**src/design/adc_pin_pkg.sv**
```systemverilog
package adc_pin_pkg;

  // ----------------------------------------------------------------
  // Register map, byte addresses
  // ----------------------------------------------------------------
  localparam logic [7:0] CTRL_OFS   = 8'h00;
  localparam logic [7:0] PERIOD_OFS = 8'h04;
  localparam logic [7:0] RESULT_OFS = 8'h08;
  localparam logic [7:0] STATUS_OFS = 8'h0C;
  localparam logic [7:0] RX_OFS     = 8'h10;

  // ----------------------------------------------------------------
  // Field positions
  // ----------------------------------------------------------------
  localparam int CH_LSB        = 0;
  localparam int ST_DATA_READY_N       = 0;
  localparam int ST_UNREAD     = 1;
  localparam int ST_HELD       = 2;
  localparam int ST_STBY       = 3;
  localparam int ST_BUF        = 4;
  localparam int ST_BITCNT_LSB = 8;

  // ----------------------------------------------------------------
  // Reset values
  // ----------------------------------------------------------------
  localparam logic [2:0]  CTRL_RST   = 3'h0;
  localparam logic [15:0] PERIOD_RST = 16'h07D0;
  localparam logic [23:0] RESULT_RST = 24'h00_0000;

  // ----------------------------------------------------------------
  // Timing counts
  // ----------------------------------------------------------------
  // Master clock cycles that data ready is raised before an update
  localparam logic [15:0] DATA_READY_N_HIGH_MCLK = 16'h01F4;
  // Last bit index of one 24-bit output word
  localparam logic [4:0]  WORD_LAST      = 5'h17;

  // ----------------------------------------------------------------
  // Types
  // ----------------------------------------------------------------
  typedef enum logic [2:0]
  {
    CH_P1_COM,
    CH_P2_COM,
    CH_P3_COM,
    CH_P4_COM,
    CH_D1_2,
    CH_D3_4,
    CH_D5_COM
  } chan_e;

  typedef enum logic {FLT_HELD, FLT_RUN} flt_state_e;

  typedef struct packed
  {
    logic       buffer_en;
    logic       shutdown;
    logic       modulator_reset;
    logic       filter_reset;
    logic [5:0] pos_sel;
    logic [5:0] neg_sel;
  } analog_ctrl_s;

  typedef struct packed
  {
    logic mclk;
    logic sclk;
    logic din;
    logic cs_n;
    logic idle_sel;
    logic filter_sync_n;
    logic reset_n;
    logic standby_n;
    logic buffer_sel;
  } pins_s;

  // Pin idle levels, so the synchroniser leaves reset looking inactive
  localparam pins_s PINS_RST = '{mclk:          1'b0,
                                 sclk:          1'b0,
                                 din:           1'b0,
                                 cs_n:          1'b1,
                                 idle_sel:      1'b0,
                                 filter_sync_n: 1'b1,
                                 reset_n:       1'b1,
                                 standby_n:     1'b1,
                                 buffer_sel:    1'b0};

endpackage

```
**src/design/sync_2ff.sv**
```systemverilog
`timescale 1ns/1ps
module sync_2ff
#(
  parameter int               WIDTH     = 1,
  parameter logic [WIDTH-1:0] RESET_VAL = '0
)
(
  input  wire logic             hclk,
  input  wire logic             hresetn,
  input  wire logic [WIDTH-1:0] d,
  output logic      [WIDTH-1:0] q
);

  logic [WIDTH-1:0] meta_q;

  // Two flops; the first is read by the second only
  always_ff @(posedge hclk or negedge hresetn)
  begin
    if (!hresetn)
    begin
      meta_q <= RESET_VAL;
      q      <= RESET_VAL;
    end
    else
    begin
      meta_q <= d;
      q      <= meta_q;
    end
  end

endmodule

```
**src/design/edge_find.sv**
```systemverilog
`timescale 1ns/1ps
module edge_find
(
  input  wire logic hclk,
  input  wire logic hresetn,
  input  wire logic level,
  input  wire logic idle_level,
  input  wire logic enable,
  output logic      active
);

  logic prev_q;

  // Previous sample of the already synchronised level
  always_ff @(posedge hclk or negedge hresetn)
  begin
    if (!hresetn)
      prev_q <= 1'b0;
    else
      prev_q <= level;
  end

  // First edge leaves the idle level: rising for idle low, else falling
  assign active = enable && (prev_q == idle_level) && (level != idle_level);

endmodule

```
**src/design/adc_pin_control_logic.sv**
```systemverilog
// Local design decisions: the register offsets and the AHB-Lite interface to the registers.
`timescale 1ns/1ps
// How it works
// - Serial clock continuous or bursts, state kept
// - Master clock output is inverted input
// - Idle select low: first edge rising
// - Idle select high: first edge falling
// - Filter sync low holds filter and modulator
// - Filter sync spares serial port and data ready
// - Reset pin returns port, filter and data ready to power-on state; registers keep their values except RX, which clears
// - Standby low shuts down digital and analog
// - Buffer select low bypasses input buffer
// - Channels: pairs 1/2, 3/4, pseudo 1-5
// - Data ready low on update, high after read
// - Unread data: ready high 500 cycles before update
// - Chip select gates port; tied low for three-wire
module adc_pin_control_logic
  import adc_pin_pkg::*;
(
  input  wire logic        hclk,
  input  wire logic        hresetn,
  input  wire logic        hsel,
  input  wire logic [31:0] haddr,
  input  wire logic [1:0]  htrans,
  input  wire logic        hwrite,
  input  wire logic [2:0]  hsize,
  input  wire logic [31:0] hwdata,
  input  wire logic        hready,
  output logic             hreadyout,
  output logic             hresp,
  output logic      [31:0] hrdata,
  input  wire logic        mclk_in,
  output logic             mclk_out,
  input  wire logic        sclk,
  input  wire logic        din,
  input  wire logic        cs_n,
  output logic             dout,
  output logic             dout_oe,
  output logic             data_ready_n,
  input  wire logic        clock_idle_level_sel,
  input  wire logic        filter_sync_n,
  input  wire logic        reset_pin_n,
  input  wire logic        standby_n,
  input  wire logic        buffer_sel,
  output analog_ctrl_s     analog_ctrl
);

  // ----------------------------------------------------------------
  // Pin synchronisers
  // ----------------------------------------------------------------
  pins_s pins_raw;
  pins_s pins;

  assign pins_raw = '{mclk:          mclk_in,
                      sclk:          sclk,
                      din:           din,
                      cs_n:          cs_n,
                      idle_sel:      clock_idle_level_sel,
                      filter_sync_n: filter_sync_n,
                      reset_n:       reset_pin_n,
                      standby_n:     standby_n,
                      buffer_sel:    buffer_sel};

  // Active-low pins wake up high, so no false reset or standby pulse
  sync_2ff #(.WIDTH($bits(pins_s)), .RESET_VAL(PINS_RST)) u_pin_sync
  (
    .hclk    (hclk),
    .hresetn (hresetn),
    .d       (pins_raw),
    .q       (pins)
  );

  // Straight inversion; a clock must not pick up sync latency
  assign mclk_out = ~mclk_in;

  // ----------------------------------------------------------------
  // Control levels
  // ----------------------------------------------------------------
  logic dev_rst;
  logic standby;
  logic filter_hold;
  logic port_en;

  assign dev_rst     = ~pins.reset_n;
  assign standby     = ~pins.standby_n;
  assign filter_hold = ~pins.filter_sync_n | standby | dev_rst;
  // Chip select gates the port; held low it is open unless in standby or reset
  assign port_en     = ~pins.cs_n & ~standby & ~dev_rst;

  // ----------------------------------------------------------------
  // Edge finders
  // ----------------------------------------------------------------
  logic sclk_act;
  logic mclk_tick;

  // Active edge per idle level; no reset between bursts
  edge_find u_sclk_edge
  (
    .hclk       (hclk),
    .hresetn    (hresetn),
    .level      (pins.sclk),
    .idle_level (pins.idle_sel),
    .enable     (port_en),
    .active     (sclk_act)
  );

  // Master clock rising edges serve as the conversion enable
  edge_find u_mclk_edge
  (
    .hclk       (hclk),
    .hresetn    (hresetn),
    .level      (pins.mclk),
    .idle_level (1'b0),
    .enable     (~standby),
    .active     (mclk_tick)
  );

  // ----------------------------------------------------------------
  // Register bus
  // ----------------------------------------------------------------
  logic        wr_q;
  logic [7:0]  wr_addr_q;
  logic [2:0]  ctrl_q;
  logic [15:0] period_q;
  logic [23:0] result_q;
  logic [31:0] hrdata_q;
  logic        addr_take;
  logic [31:0] rd_mux;
  logic [31:0] status_word;

  assign addr_take = hsel & htrans[1] & hready;
  assign hreadyout = 1'b1;  // Zero wait states
  assign hresp     = 1'b0;
  assign hrdata    = hrdata_q;

  // Address phase latch for writes
  always_ff @(posedge hclk or negedge hresetn)
  begin
    if (!hresetn)
    begin
      wr_q      <= 1'b0;
      wr_addr_q <= 8'h00;
    end
    else
    begin
      wr_q      <= addr_take & hwrite;
      wr_addr_q <= haddr[7:0];
    end
  end

  // Data phase writes; unmapped addresses are dropped
  always_ff @(posedge hclk or negedge hresetn)
  begin
    if (!hresetn)
    begin
      ctrl_q   <= CTRL_RST;
      period_q <= PERIOD_RST;
      result_q <= RESULT_RST;
    end
    else if (wr_q)
    begin
      if (wr_addr_q == CTRL_OFS)
        ctrl_q <= hwdata[CH_LSB +: 3];
      else if (wr_addr_q == PERIOD_OFS)
        period_q <= hwdata[15:0];
      else if (wr_addr_q == RESULT_OFS)
        result_q <= hwdata[23:0];
    end
  end

  // ----------------------------------------------------------------
  // Serial port
  // ----------------------------------------------------------------
  logic [4:0]  bit_cnt_q;
  logic [23:0] tx_q;
  logic [7:0]  rx_q;
  logic [7:0]  rx_byte_q;
  logic        word_done;
  logic        update;

  assign word_done = sclk_act && (bit_cnt_q == WORD_LAST);

  // Count survives gaps in the clock and chip select rises
  always_ff @(posedge hclk or negedge hresetn)
  begin
    if (!hresetn)
      bit_cnt_q <= 5'h00;
    else if (dev_rst || standby)
      bit_cnt_q <= 5'h00;
    else if (word_done)
      bit_cnt_q <= 5'h00;
    else if (sclk_act)
      bit_cnt_q <= bit_cnt_q + 5'h01;
  end

  // Word only reloads between reads, so a read is never torn
  always_ff @(posedge hclk or negedge hresetn)
  begin
    if (!hresetn)
      tx_q <= RESULT_RST;
    else if (dev_rst)
      tx_q <= RESULT_RST;
    else if (update && bit_cnt_q == 5'h00)
      tx_q <= result_q;
    else if (sclk_act)
      tx_q <= {tx_q[22:0], 1'b0};
  end

  // Input shift and last whole byte received
  always_ff @(posedge hclk or negedge hresetn)
  begin
    if (!hresetn)
    begin
      rx_q      <= 8'h00;
      rx_byte_q <= 8'h00;
    end
    else if (dev_rst)
    begin
      rx_q      <= 8'h00;
      rx_byte_q <= 8'h00;
    end
    else if (sclk_act)
    begin
      rx_q <= {rx_q[6:0], pins.din};
      if (bit_cnt_q[2:0] == 3'h7)
        rx_byte_q <= {rx_q[6:0], pins.din};
    end
  end

  // Output driven only while selected
  always_ff @(posedge hclk or negedge hresetn)
  begin
    if (!hresetn)
    begin
      dout    <= 1'b0;
      dout_oe <= 1'b0;
    end
    else
    begin
      dout    <= tx_q[23];
      dout_oe <= port_en;
    end
  end

  // ----------------------------------------------------------------
  // Filter sequencer
  // ----------------------------------------------------------------
  flt_state_e  flt_q;
  logic [15:0] conv_cnt_q;
  logic        conv_last;
  logic        warn;

  assign conv_last = conv_cnt_q == (period_q - 16'h0001);
  assign update    = (flt_q == FLT_RUN) && mclk_tick && conv_last;
  // Period below the warning span simply never warns
  assign warn      = (flt_q == FLT_RUN) && mclk_tick &&
                     (conv_cnt_q == period_q - DATA_READY_N_HIGH_MCLK - 16'h0001);

  // Held state clears the count; release restarts at zero
  always_ff @(posedge hclk or negedge hresetn)
  begin
    if (!hresetn)
    begin
      flt_q      <= FLT_HELD;
      conv_cnt_q <= 16'h0000;
    end
    else
    begin
      case (flt_q)
        FLT_HELD:
        begin
          conv_cnt_q <= 16'h0000;
          if (!filter_hold)
            flt_q <= FLT_RUN;
        end
        FLT_RUN:
        begin
          if (filter_hold)
          begin
            flt_q      <= FLT_HELD;
            conv_cnt_q <= 16'h0000;
          end
          else if (mclk_tick)
            conv_cnt_q <= conv_last ? 16'h0000 : conv_cnt_q + 16'h0001;
        end
        default:
          flt_q <= FLT_HELD;
      endcase
    end
  end

  // ----------------------------------------------------------------
  // Data ready
  // ----------------------------------------------------------------
  logic data_ready_n_n_q;
  logic unread_q;

  assign data_ready_n = data_ready_n_n_q;

  // Filter sync is absent here on purpose: a low flag stays low
  always_ff @(posedge hclk or negedge hresetn)
  begin
    if (!hresetn)
    begin
      data_ready_n_n_q <= 1'b1;
      unread_q <= 1'b0;
    end
    else if (dev_rst)
    begin
      data_ready_n_n_q <= 1'b1;
      unread_q <= 1'b0;
    end
    else if (update)
    begin
      data_ready_n_n_q <= 1'b0;
      unread_q <= 1'b1;
    end
    else if (word_done)
    begin
      data_ready_n_n_q <= 1'b1;
      unread_q <= 1'b0;
    end
    else if (warn && unread_q)
      data_ready_n_n_q <= 1'b1;
  end

  // ----------------------------------------------------------------
  // Analog control
  // ----------------------------------------------------------------
  function automatic logic [11:0] chan_decode(input logic [2:0] code);
    logic [11:0] sel;
    sel = 12'h000;
    case (chan_e'(code))
      CH_P1_COM: sel = {6'b000001, 6'b100000};
      CH_P2_COM: sel = {6'b000010, 6'b100000};
      CH_P3_COM: sel = {6'b000100, 6'b100000};
      CH_P4_COM: sel = {6'b001000, 6'b100000};
      CH_D1_2:   sel = {6'b000001, 6'b000010};
      CH_D3_4:   sel = {6'b000100, 6'b001000};
      CH_D5_COM: sel = {6'b010000, 6'b100000};
      default:   sel = 12'h000;
    endcase
    return sel;
  endfunction

  logic [11:0] chan_sel;

  assign chan_sel = chan_decode(ctrl_q);

  // Registered so the analog side never sees a decode glitch
  always_ff @(posedge hclk or negedge hresetn)
  begin
    if (!hresetn)
      analog_ctrl <= '{buffer_en:       1'b0,
                       shutdown:        1'b0,
                       modulator_reset: 1'b1,
                       filter_reset:    1'b1,
                       pos_sel:         6'h00,
                       neg_sel:         6'h00};
    else
    begin
      analog_ctrl.buffer_en       <= pins.buffer_sel;
      analog_ctrl.shutdown        <= standby;
      analog_ctrl.modulator_reset <= filter_hold;
      analog_ctrl.filter_reset    <= filter_hold;
      analog_ctrl.pos_sel         <= chan_sel[11:6];
      analog_ctrl.neg_sel         <= chan_sel[5:0];
    end
  end

  // ----------------------------------------------------------------
  // Read path
  // ----------------------------------------------------------------
  assign status_word = {19'h0_0000, bit_cnt_q, 3'h0,
                        pins.buffer_sel, standby, filter_hold,
                        unread_q, data_ready_n_n_q};

  assign rd_mux = (haddr[7:0] == CTRL_OFS)   ? {29'h0000_0000, ctrl_q} :
                  (haddr[7:0] == PERIOD_OFS) ? {16'h0000, period_q} :
                  (haddr[7:0] == RESULT_OFS) ? {8'h00, result_q} :
                  (haddr[7:0] == STATUS_OFS) ? status_word :
                  (haddr[7:0] == RX_OFS)     ? {24'h00_0000, rx_byte_q} :
                  32'h0000_0000;

  // Read data captured at the address phase, shown in the data phase
  always_ff @(posedge hclk or negedge hresetn)
  begin
    if (!hresetn)
      hrdata_q <= 32'h0000_0000;
    else if (addr_take && !hwrite)
      hrdata_q <= rd_mux;
  end

endmodule

```
**config.mk**
```make
export PLATFORM = sky130hd
export DESIGN_NAME = adc_pin_control_logic
export DESIGN_NICKNAME = d
export VERILOG_FILES = /design/src/design/adc_pin_pkg.sv /design/src/design/sync_2ff.sv /design/src/design/edge_find.sv /design/src/design/adc_pin_control_logic.sv
export SDC_FILE = /design/constraint.sdc
export NUM_CORES = 1
export LEC_CHECK = 0
export BUFFER_PORTS_ARGS = -buffer_cell sky130_fd_sc_hd__buf_2
export CAP_MARGIN = 20
export CORE_MARGIN = 8
export CORE_UTILIZATION = 30
export DETAILED_ROUTE_END_ITERATION = 10
export PLACE_DENSITY_LB_ADDON = 0.1
export REMOVE_ABC_BUFFERS = 1
export SLEW_MARGIN = 25
export SYNTH_ARGS = -nofsm -noshare
export SYNTH_HDL_FRONTEND = slang
export SYNTH_SLANG_ARGS = --single-unit
```
**constraint.sdc**
```tcl
create_clock -name hclk -period 3.1 [get_ports hclk]
set_input_delay 0.31 -clock hclk [delete_from_list [all_inputs] [get_ports hclk]]
set_output_delay 0.31 -clock hclk [all_outputs]
set_load 0.005 [all_outputs]
```
==> PnR_summary.wiki, run 1 <==
{| class="wikitable"
! Metric !! Value
|-
| Outcome || finished, final reports clean
|-
| Clk slew on worst S/H paths || around 0.070 ns
|-
| Root cell of the clock tree || clkbuf_16
|-
| Main combinational cell family by area after synthesis || simple AND/OR/NAND/NOR gates
|-
| Share of post-route cells with drive strength above 1 || between 20 and 30%
|-
| Fin. Hold Viols || 0
|-
| I/O pin cnt || around 140
|-
| Count of clock tree sinks || 172
|-
| Wire length of the first global-routing pass || 37.34 mm
|-
| Final Util || between 30% and 40%
|-
| Worst IR drop on VDD || about 0.36 mV
|-
| Critical path launch point type || flop
|-
| Detailed-routing iteration count for the pre-antenna-repair pass || 5
|-
| Multi-input combinational cell area || 3974 um2
|-
| Via count || around 6300
|-
| CTS Buf Count || 17
|-
| Die height || approximately 190 um
|-
| Deepest level of the CTS H-tree || 4
|-
| Fin nets || 1003
|-
| Max-slew headroom at the worst pin || 39.57%
|-
| F_max || 366.1 MHz
|-
| Slew at the pin closest to its max-slew limit || around 0.9 ns
|-
| Post-route DRC || 0
|-
| Type of the worst min-delay path || primary input to flop
|-
| Post-synthesis share of cell area spent on full adders, half adders and majority gates || 0.7219%
|-
| Row count || slightly above 60
|-
| Last weighted congestion value of the routability-driven placer || ~0.8
|-
| Mean cell area of the mapped netlist || roughly 10 um2
|-
| Compound-cell area share of the yosys netlist || 11.46%
|-
| P&R area growth vs syn || 17.86%
|-
| Netlist Area Pre-Place || ~8700 um2
|-
| Average routed wire per standard cell || around 18 um
|-
| Type of element capturing the critical path || flop
|-
| Total wire length after detailed routing || roughly 23 mm
|-
| Fill cell instance count of the final layout || roughly 2900
|-
| Setup repair after global routing missed its margin || no
|-
| Placement Setup Slack || about 0.4 ns
|-
| Vias/cell || approximately 4.8
|-
| Total congestion overflow after global routing || 0
|-
| DR iter-0 viols || between 200 and 300
|-
| Maximum number of buffers from clock root to sink || 2
|-
| Count of endpoints failing setup in the final report || 0
|-
| Starting density of the core || a little under a third
|-
| Total inserted antenna cells || 0
|-
| Antenna Nets Post-Route || 0
|-
| Width of the chip || 186.0 um
|-
| Leading register cell type out of synthesis || dfrtp_1
|-
| Synthesized-area fraction occupied by and/or/nand/nor cells || between 10% and 20%
|-
| Core region area || ~29000 um2
|-
| Buffers inserted by post-CTS timing repair || 0
|-
| Count of warnings emitted by yosys || 0
|-
| Distinct cell type count after synthesis || 65
|-
| Detailed placer's ending HPWL || approximately 16 mm
|-
| Largest net degree at the start of global routing || between 80 and 90
|-
| Number of violations of the max-capacitance limit || 0
|-
| Global router's overall resource usage || 13.85%
|-
| Post-synthesis sequential area ratio || 49.90%
|-
| Most frequent standard cell in the layout excluding fill and tap cells || dfrtp_1
|-
| Synthesized instance count || around 840
|-
| Data required time at the worst endpoint || between 3 and 4 ns
|-
| Clock latency reported for the late side of the worst-skew pair || roughly 0.43 ns
|-
| Category of the most critical setup path || flop to flop
|-
| Slew Limit Fails || 0
|-
| Layout Skew || ~0.015 ns
|-
| Vias in the first global route || between 6000 and 7000
|-
| I/O Buffers || 86
|-
| Commonest cells after routing, fill and taps aside || 156 x dfrtp_1, 119 x nand2_1, 85 x buf_2, 73 x mux2_2, 37 x nand3_1
|-
| Antenna violations before repair || 0
|-
| Arrival time worst endpoint || slightly above 3 ns
|-
| Xor/xnor cell area share of the yosys netlist || between 2 and 3%
|-
| Area used by sequential logic in the layout || 4324 um2
|-
| Pleak || 4.626 nW
|-
| CP Max Fanout || 24
|-
| Total of flip-flops plus latches after synthesis || 172
|-
| Count of flip-flops with a built-in enable after synthesis || 0
|-
| Ratio of total power to cell area || 466.0 nW/um2
|-
| Crit path setup slack, layout || 0.3686 ns
|-
| Asr flop ratio synth || between 90% and 100%
|-
| Multiplexer area fraction after synthesis || 13.53%
|-
| Clock tree from TritonCTS || yes
|-
| Die area || about 35000 um2
|-
| Fin crit period || between 2 and 3 ns
|-
| Fraction of the cycle the final worst path needs || 88.11%
|}
==> Yosys cell counts (4+ instances only) <==
| cell type | instances | share of area (%) |
|---|---|---|
| a211oi_1 | 4 | 0.35 |
| a21boi_0 | 10 | 0.87 |
| a21o_1 | 6 | 0.52 |
| a21oi_1 | 22 | 1.3 |
| a221o_1 | 6 | 0.69 |
| a22oi_1 | 10 | 0.87 |
| and3_1 | 5 | 0.36 |
| buf_1 | 4 | 0.17 |
| buf_2 | 4 | 0.23 |
| buf_4 | 16 | 1.4 |
| clkbuf_1 | 53 | 2.3 |
| dfrtp_1 | 156 | 45 |
| dfstp_2 | 16 | 4.9 |
| ha_1 | 5 | 0.72 |
| inv_1 | 16 | 0.69 |
| mux2_2 | 73 | 9.5 |
| mux2i_1 | 35 | 4.0 |
| nand2_1 | 119 | 5.2 |
| nand2b_1 | 7 | 0.51 |
| nand3_1 | 37 | 2.1 |
| nand3b_1 | 4 | 0.35 |
| nand4_1 | 11 | 0.79 |
| nand4b_1 | 5 | 0.51 |
| nor2_1 | 36 | 1.6 |
| nor2b_1 | 14 | 1.0 |
| nor3_1 | 8 | 0.46 |
| nor3b_1 | 5 | 0.43 |
| nor4_1 | 6 | 0.43 |
| o211ai_1 | 4 | 0.35 |
| o21ai_0 | 30 | 1.7 |
| o31ai_1 | 14 | 1.2 |
| or3_1 | 7 | 0.51 |
| xnor2_1 | 19 | 1.9 |
| xor2_1 | 10 | 1.0 |
==> timing repair <==
action | CTS | global route
gates resized for setup | 0 | 0
endpoints found under the hold margin | 59 | 0
hold buffers | 14 | 0
==> flip-flops by register name, indices dropped and copies added (netlist names), 3 cells and up <==
name	flops
wr_addr_q	8
result_q	24
period_q	16
conv_cnt_q	16
bit_cnt_q	5
analog_ctrl	11
hrdata	24
u_pin_sync.meta_q	9
ctrl_q	3
tx_q	24
u_pin_sync.q	9
rx_byte_q	8
rx_q	7
==> worst max-delay path, stage by stage, from the launching register on <==
cell	delay, ns
dfrtp_1	0.42
nor4_2	0.60
nand4_1	0.22
xnor2_1	0.18
o2111ai_1	0.22
nor4_2	0.50
nand2_2	0.12
buf_12	0.20
mux2i_1	0.13
==> layout make-up <==
type / instances / share of cell area [%]
sequential: 172 / 42.34
multi-input combinational: 585 / 38.91
timing repair buffer: 123 / 7.951
tap: 384 / 4.704
clock buffer: 19 / 4.337
clock inverter: 13 / 1.176
inverter: 16 / 0.5880
==> cell families after synthesis <==
kind of cell,Yosys count
AO/OA/AOI/OAI,142
XOR/XNOR,29
adder cells (fa/ha/maj),5
buffers and inverters,93
flip-flops,172
multiplexers,108
other,2
AND/OR/NAND/NOR,287
==> final timing paths <==
path	start	endpoint	slack (ns)	cells past startpoint
worst max register to register	period_q[5]$_DFFE_PN0P_	tx_q[3]$_DFFE_PN0P_	0.37	8
worst min register to register	u_pin_sync.meta_q[4]$_DFF_PN0_	u_pin_sync.q[4]$_DFF_PN0_	0.34	0
min in group asynchronous	hresetn	u_pin_sync.q[7]$_DFF_PN0_	0.51	2
worst min-delay path	haddr[1]	wr_addr_q[1]$_DFF_PN0_	0.04	1
worst max-delay path	period_q[5]$_DFFE_PN0P_	tx_q[3]$_DFFE_PN0P_	0.37	8
max in group asynchronous	hresetn	u_pin_sync.meta_q[1]$_DFF_PN1_	1.81	3
==> per-layer routing <==
layer | up-vias | global-route usage (%) | part of all wire [%]
met1 | 3098 | 18.63 | 47
met5 | - | 0 | 0
met2 | 110 | 22.92 | 48
met4 | 0 | 3.080 | 0.84
met3 | 14 | 2.459 | 4.0
li1 | 3096 | - | -
==> power by group <==
part / switching, mW / leakage [nW] / total, mW / internal, mW
logic: 0.191 / 2.15 / 0.325 / 0.134
clock network: 0.994 / 0.269 / 2.08 / 1.08
registers: 0.0545 / 2.21 / 2.36 / 2.30
total: 1.24 / 4.63 / 4.76 / 3.52
==> metrics by stage <==
stage          total power [mW]  hold WS [ns]  instances  area, um2   TNS, ns
2_1_floorplan             2.532       0.01441        773       8357  -0.06130
3_3_place_gp              2.720        0.3348       1266       9510         0
3_5_place_dp              2.719        0.3347       1266       9510         0
4_1_cts                   4.853       0.02599       1312      10210         0
5_1_grt                   4.980       0.03277       1312      10210         0
6_report                  4.759       0.04231       1312      10210         0
(Power assumes the default switching activity.)
==> run 2, diff against run 1 <==
--- a/config.mk
+++ b/config.mk
@@ -7,9 +7,13 @@
 export LEC_CHECK = 0
 export BUFFER_PORTS_ARGS = -buffer_cell sky130_fd_sc_hd__buf_2
 export CAP_MARGIN = 20
+export CELL_PAD_IN_SITES_DETAIL_PLACEMENT = 1
+export CELL_PAD_IN_SITES_GLOBAL_PLACEMENT = 2
 export CORE_MARGIN = 8
 export CORE_UTILIZATION = 30
+export CTS_CLUSTER_DIAMETER = 120
 export DETAILED_ROUTE_END_ITERATION = 10
+export HOLD_SLACK_MARGIN = 0.08
 export PLACE_DENSITY_LB_ADDON = 0.1
 export REMOVE_ABC_BUFFERS = 1
 export SLEW_MARGIN = 25
==> run 2 against run 1 <==
Global-route usage grew 1.1 points. Setup slack lost 0.073 ns. Cell count is 0.15% higher. Combinational power is 2% higher. Power increased by 5.5%. Largest cell class unchanged.
==> PnR_summary.wiki, run 2 (synthesis gave the netlist of run 1 again) <==
{| class="wikitable"
! Metric !! Value
|-
| Slew at the pin closest to its max-slew limit || just under 0.9 ns
|-
| Clock tree from TritonCTS || yes
|-
| Critical path's top delay family || simple AND/OR/NAND/NOR gates
|-
| P&R area growth vs syn || 18.96%
|-
| Width of the chip || 186.0 um
|-
| I/O Buffers || 86
|-
| Final total negative setup slack || 0 ns
|-
| Share of post-route cells with drive strength above 1 || a little over a quarter
|-
| CTS Buf Count || 17
|-
| Pleak || roughly 4.7 nW
|-
| Critical path launch point type || flop
|-
| I/O pin cnt || 137
|-
| Worst Path Buf+Inv || 2
|-
| Delay of the slowest critical-path stage || between 0.5 and 0.6 ns
|-
| Die height || roughly 190 um
|-
| Count of endpoints failing setup in the final report || 0
|-
| Last weighted congestion value of the routability-driven placer || slightly below 0.8
|-
| Most frequent standard cell in the layout excluding fill and tap cells || dfrtp_1
|-
| Slew Limit Fails || 0
|-
| Smallest hold slack || 0.1047 ns
|-
| Fin crit period || between 2 and 3 ns
|-
| Type of the worst min-delay path || primary input to flop
|-
| Die area || roughly 35000 um2
|-
| Tot Pwr || 5.023 mW
|-
| Category of the most critical setup path || flop to flop
|-
| Fin. Hold Viols || 0
|-
| Average routed wire per standard cell || around 19 um
|-
| Detailed placer's ending HPWL || about 18 mm
|-
| Largest net degree at the start of global routing || 66
|-
| Buffers inserted by post-CTS timing repair || 0
|-
| Core region area || between 20000 and 30000 um2
|-
| Type of element capturing the critical path || flop
|-
| Arrival time worst endpoint || ~3.2 ns
|-
| Clk slew on worst S/H paths || around 0.08 ns
|-
| Worst IR drop on VDD || 0.3228 mV
|-
| Layout Skew || 0.01626 ns
|-
| Number of violations of the max-capacitance limit || 0
|-
| Ratio of total power to cell area || slightly below 500 nW/um2
|-
| Detailed-routing iteration count for the pre-antenna-repair pass || 4
|-
| Fraction of the cycle the final worst path needs || 90.47%
|-
| Root cell of the clock tree || clkbuf_16
|-
| Antenna violations before repair || 0
|-
| Setup repair after global routing missed its margin || no
|-
| Starting density of the core || between 30% and 40%
|-
| Fin nets || 1005
|-
| Final standard cell count with taps included and fillers excluded || about 1300
|-
| Wire length of the first global-routing pass || 40.03 mm
|-
| Maximum number of buffers from clock root to sink || 2
|-
| Vias/cell || 5.023
|-
| Max-slew headroom at the worst pin || between 40% and 50%
|-
| Via count || 6600
|-
| CP Max Fanout || 24
|-
| Total wire length after detailed routing || between 20 and 30 mm
|-
| Row count || between 60 and 70
|-
| Deepest level of the CTS H-tree || 4
|-
| Global router's overall resource usage || between 10% and 20%
|-
| DR iter-0 viols || roughly 400
|-
| Outcome || finished, final reports clean
|-
| F_max || between 300 and 400 MHz
|-
| Total congestion overflow after global routing || 0
|-
| Slowest cell on crit path || dfrtp_1
|-
| Data required time at the worst endpoint || 3.45 ns
|-
| Clock latency reported for the late side of the worst-skew pair || 0.44 ns
|-
| Commonest cells after routing, fill and taps aside || 156 x dfrtp_1, 119 x nand2_1, 85 x buf_2, 73 x mux2_2, 37 x nand3_1
|-
| Most used cell, CP || nand4_1
|-
| Antenna Nets Post-Route || 0
|-
| Post-route DRC || 0
|-
| Count of clock tree sinks || roughly 170
|-
| Post-Place Cells || roughly 1300
|-
| Fill cell instance count of the final layout || between 3000 and 4000
|-
| Vias in the first global route || between 7000 and 8000
|-
| Total inserted antenna cells || 0
|-
| Ordered cell list for the critical path || inv_1 > ha_1 > o21bai_1 > a211o_1 > nand4_1 > nand4_1 > nor4_2 > nand2_2 > buf_12 > mux2i_1
|}
## run 2: final cells by class
class	instances	area, um2	area share (%)
clock inverter	15	224.0	2.173
clock buffer	17	425.4	4.127
inverter	16	60.06	0.5826
timing repair buffer	125	819.5	7.950
multi-input combinational	585	3975	38.56
sequential	172	4324	41.95
tap	384	480.5	4.661
## run 2: final timing paths
| check | startpoint | cells after the start | end | slack (ns) |
|---|---|---|---|---|
| max | period_q[0]$_DFFE_PN0P_ | 10 | tx_q[7]$_DFFE_PN0P_ | 0.30 |
| min in group asynchronous | hresetn | 2 | rx_q[4]$_DFFE_PN0P_ | 0.45 |
| max reg2reg | period_q[0]$_DFFE_PN0P_ | 10 | tx_q[7]$_DFFE_PN0P_ | 0.30 |
| max in group asynchronous | hresetn | 3 | period_q[7]$_DFFE_PN1P_ | 1.86 |
| min | hwdata[18] | 2 | result_q[18]$_DFFE_PN0P_ | 0.10 |
| min reg2reg | u_pin_sync.meta_q[8]$_DFF_PN0_ | 0 | u_pin_sync.q[8]$_DFF_PN0_ | 0.35 |
## run 2: what timing repair did
action                                  in CTS  in global routing
hold endpoints to repair                    74                  0
hold buffers                                16                  0
endpoints found under the setup margin       0                 30
gates resized for setup                      0                  1
## run 2: metal layers
layer	GRT usage, %	vias to the layer above	routed length [um]
li1	-	3098	-
met2	26.00	89	12680
met5	0	-	0
met3	2.772	16	737
met4	3.620	0	338
met1	18.97	3397	11320
## run 2: power breakdown
group / switching [mW] / internal, mW / leakage (nW)
Clock: 1.08 / 1.26 / 0.316
Sequential: 0.0556 / 2.30 / 2.21
Combinational: 0.196 / 0.134 / 2.15
Total: 1.33 / 3.70 / 4.68
## run 2: stage by stage
stage	worst slack, ns	area [um2]	util, %
2_1_floorplan	-0.01181	8357	-
3_3_place_gp	0.2373	9497	33.27
3_5_place_dp	0.1864	9497	33.27
4_1_cts	0.1357	10310	36.10
5_1_grt	0.03671	10310	36.11
6_report	0.2955	10310	36.11
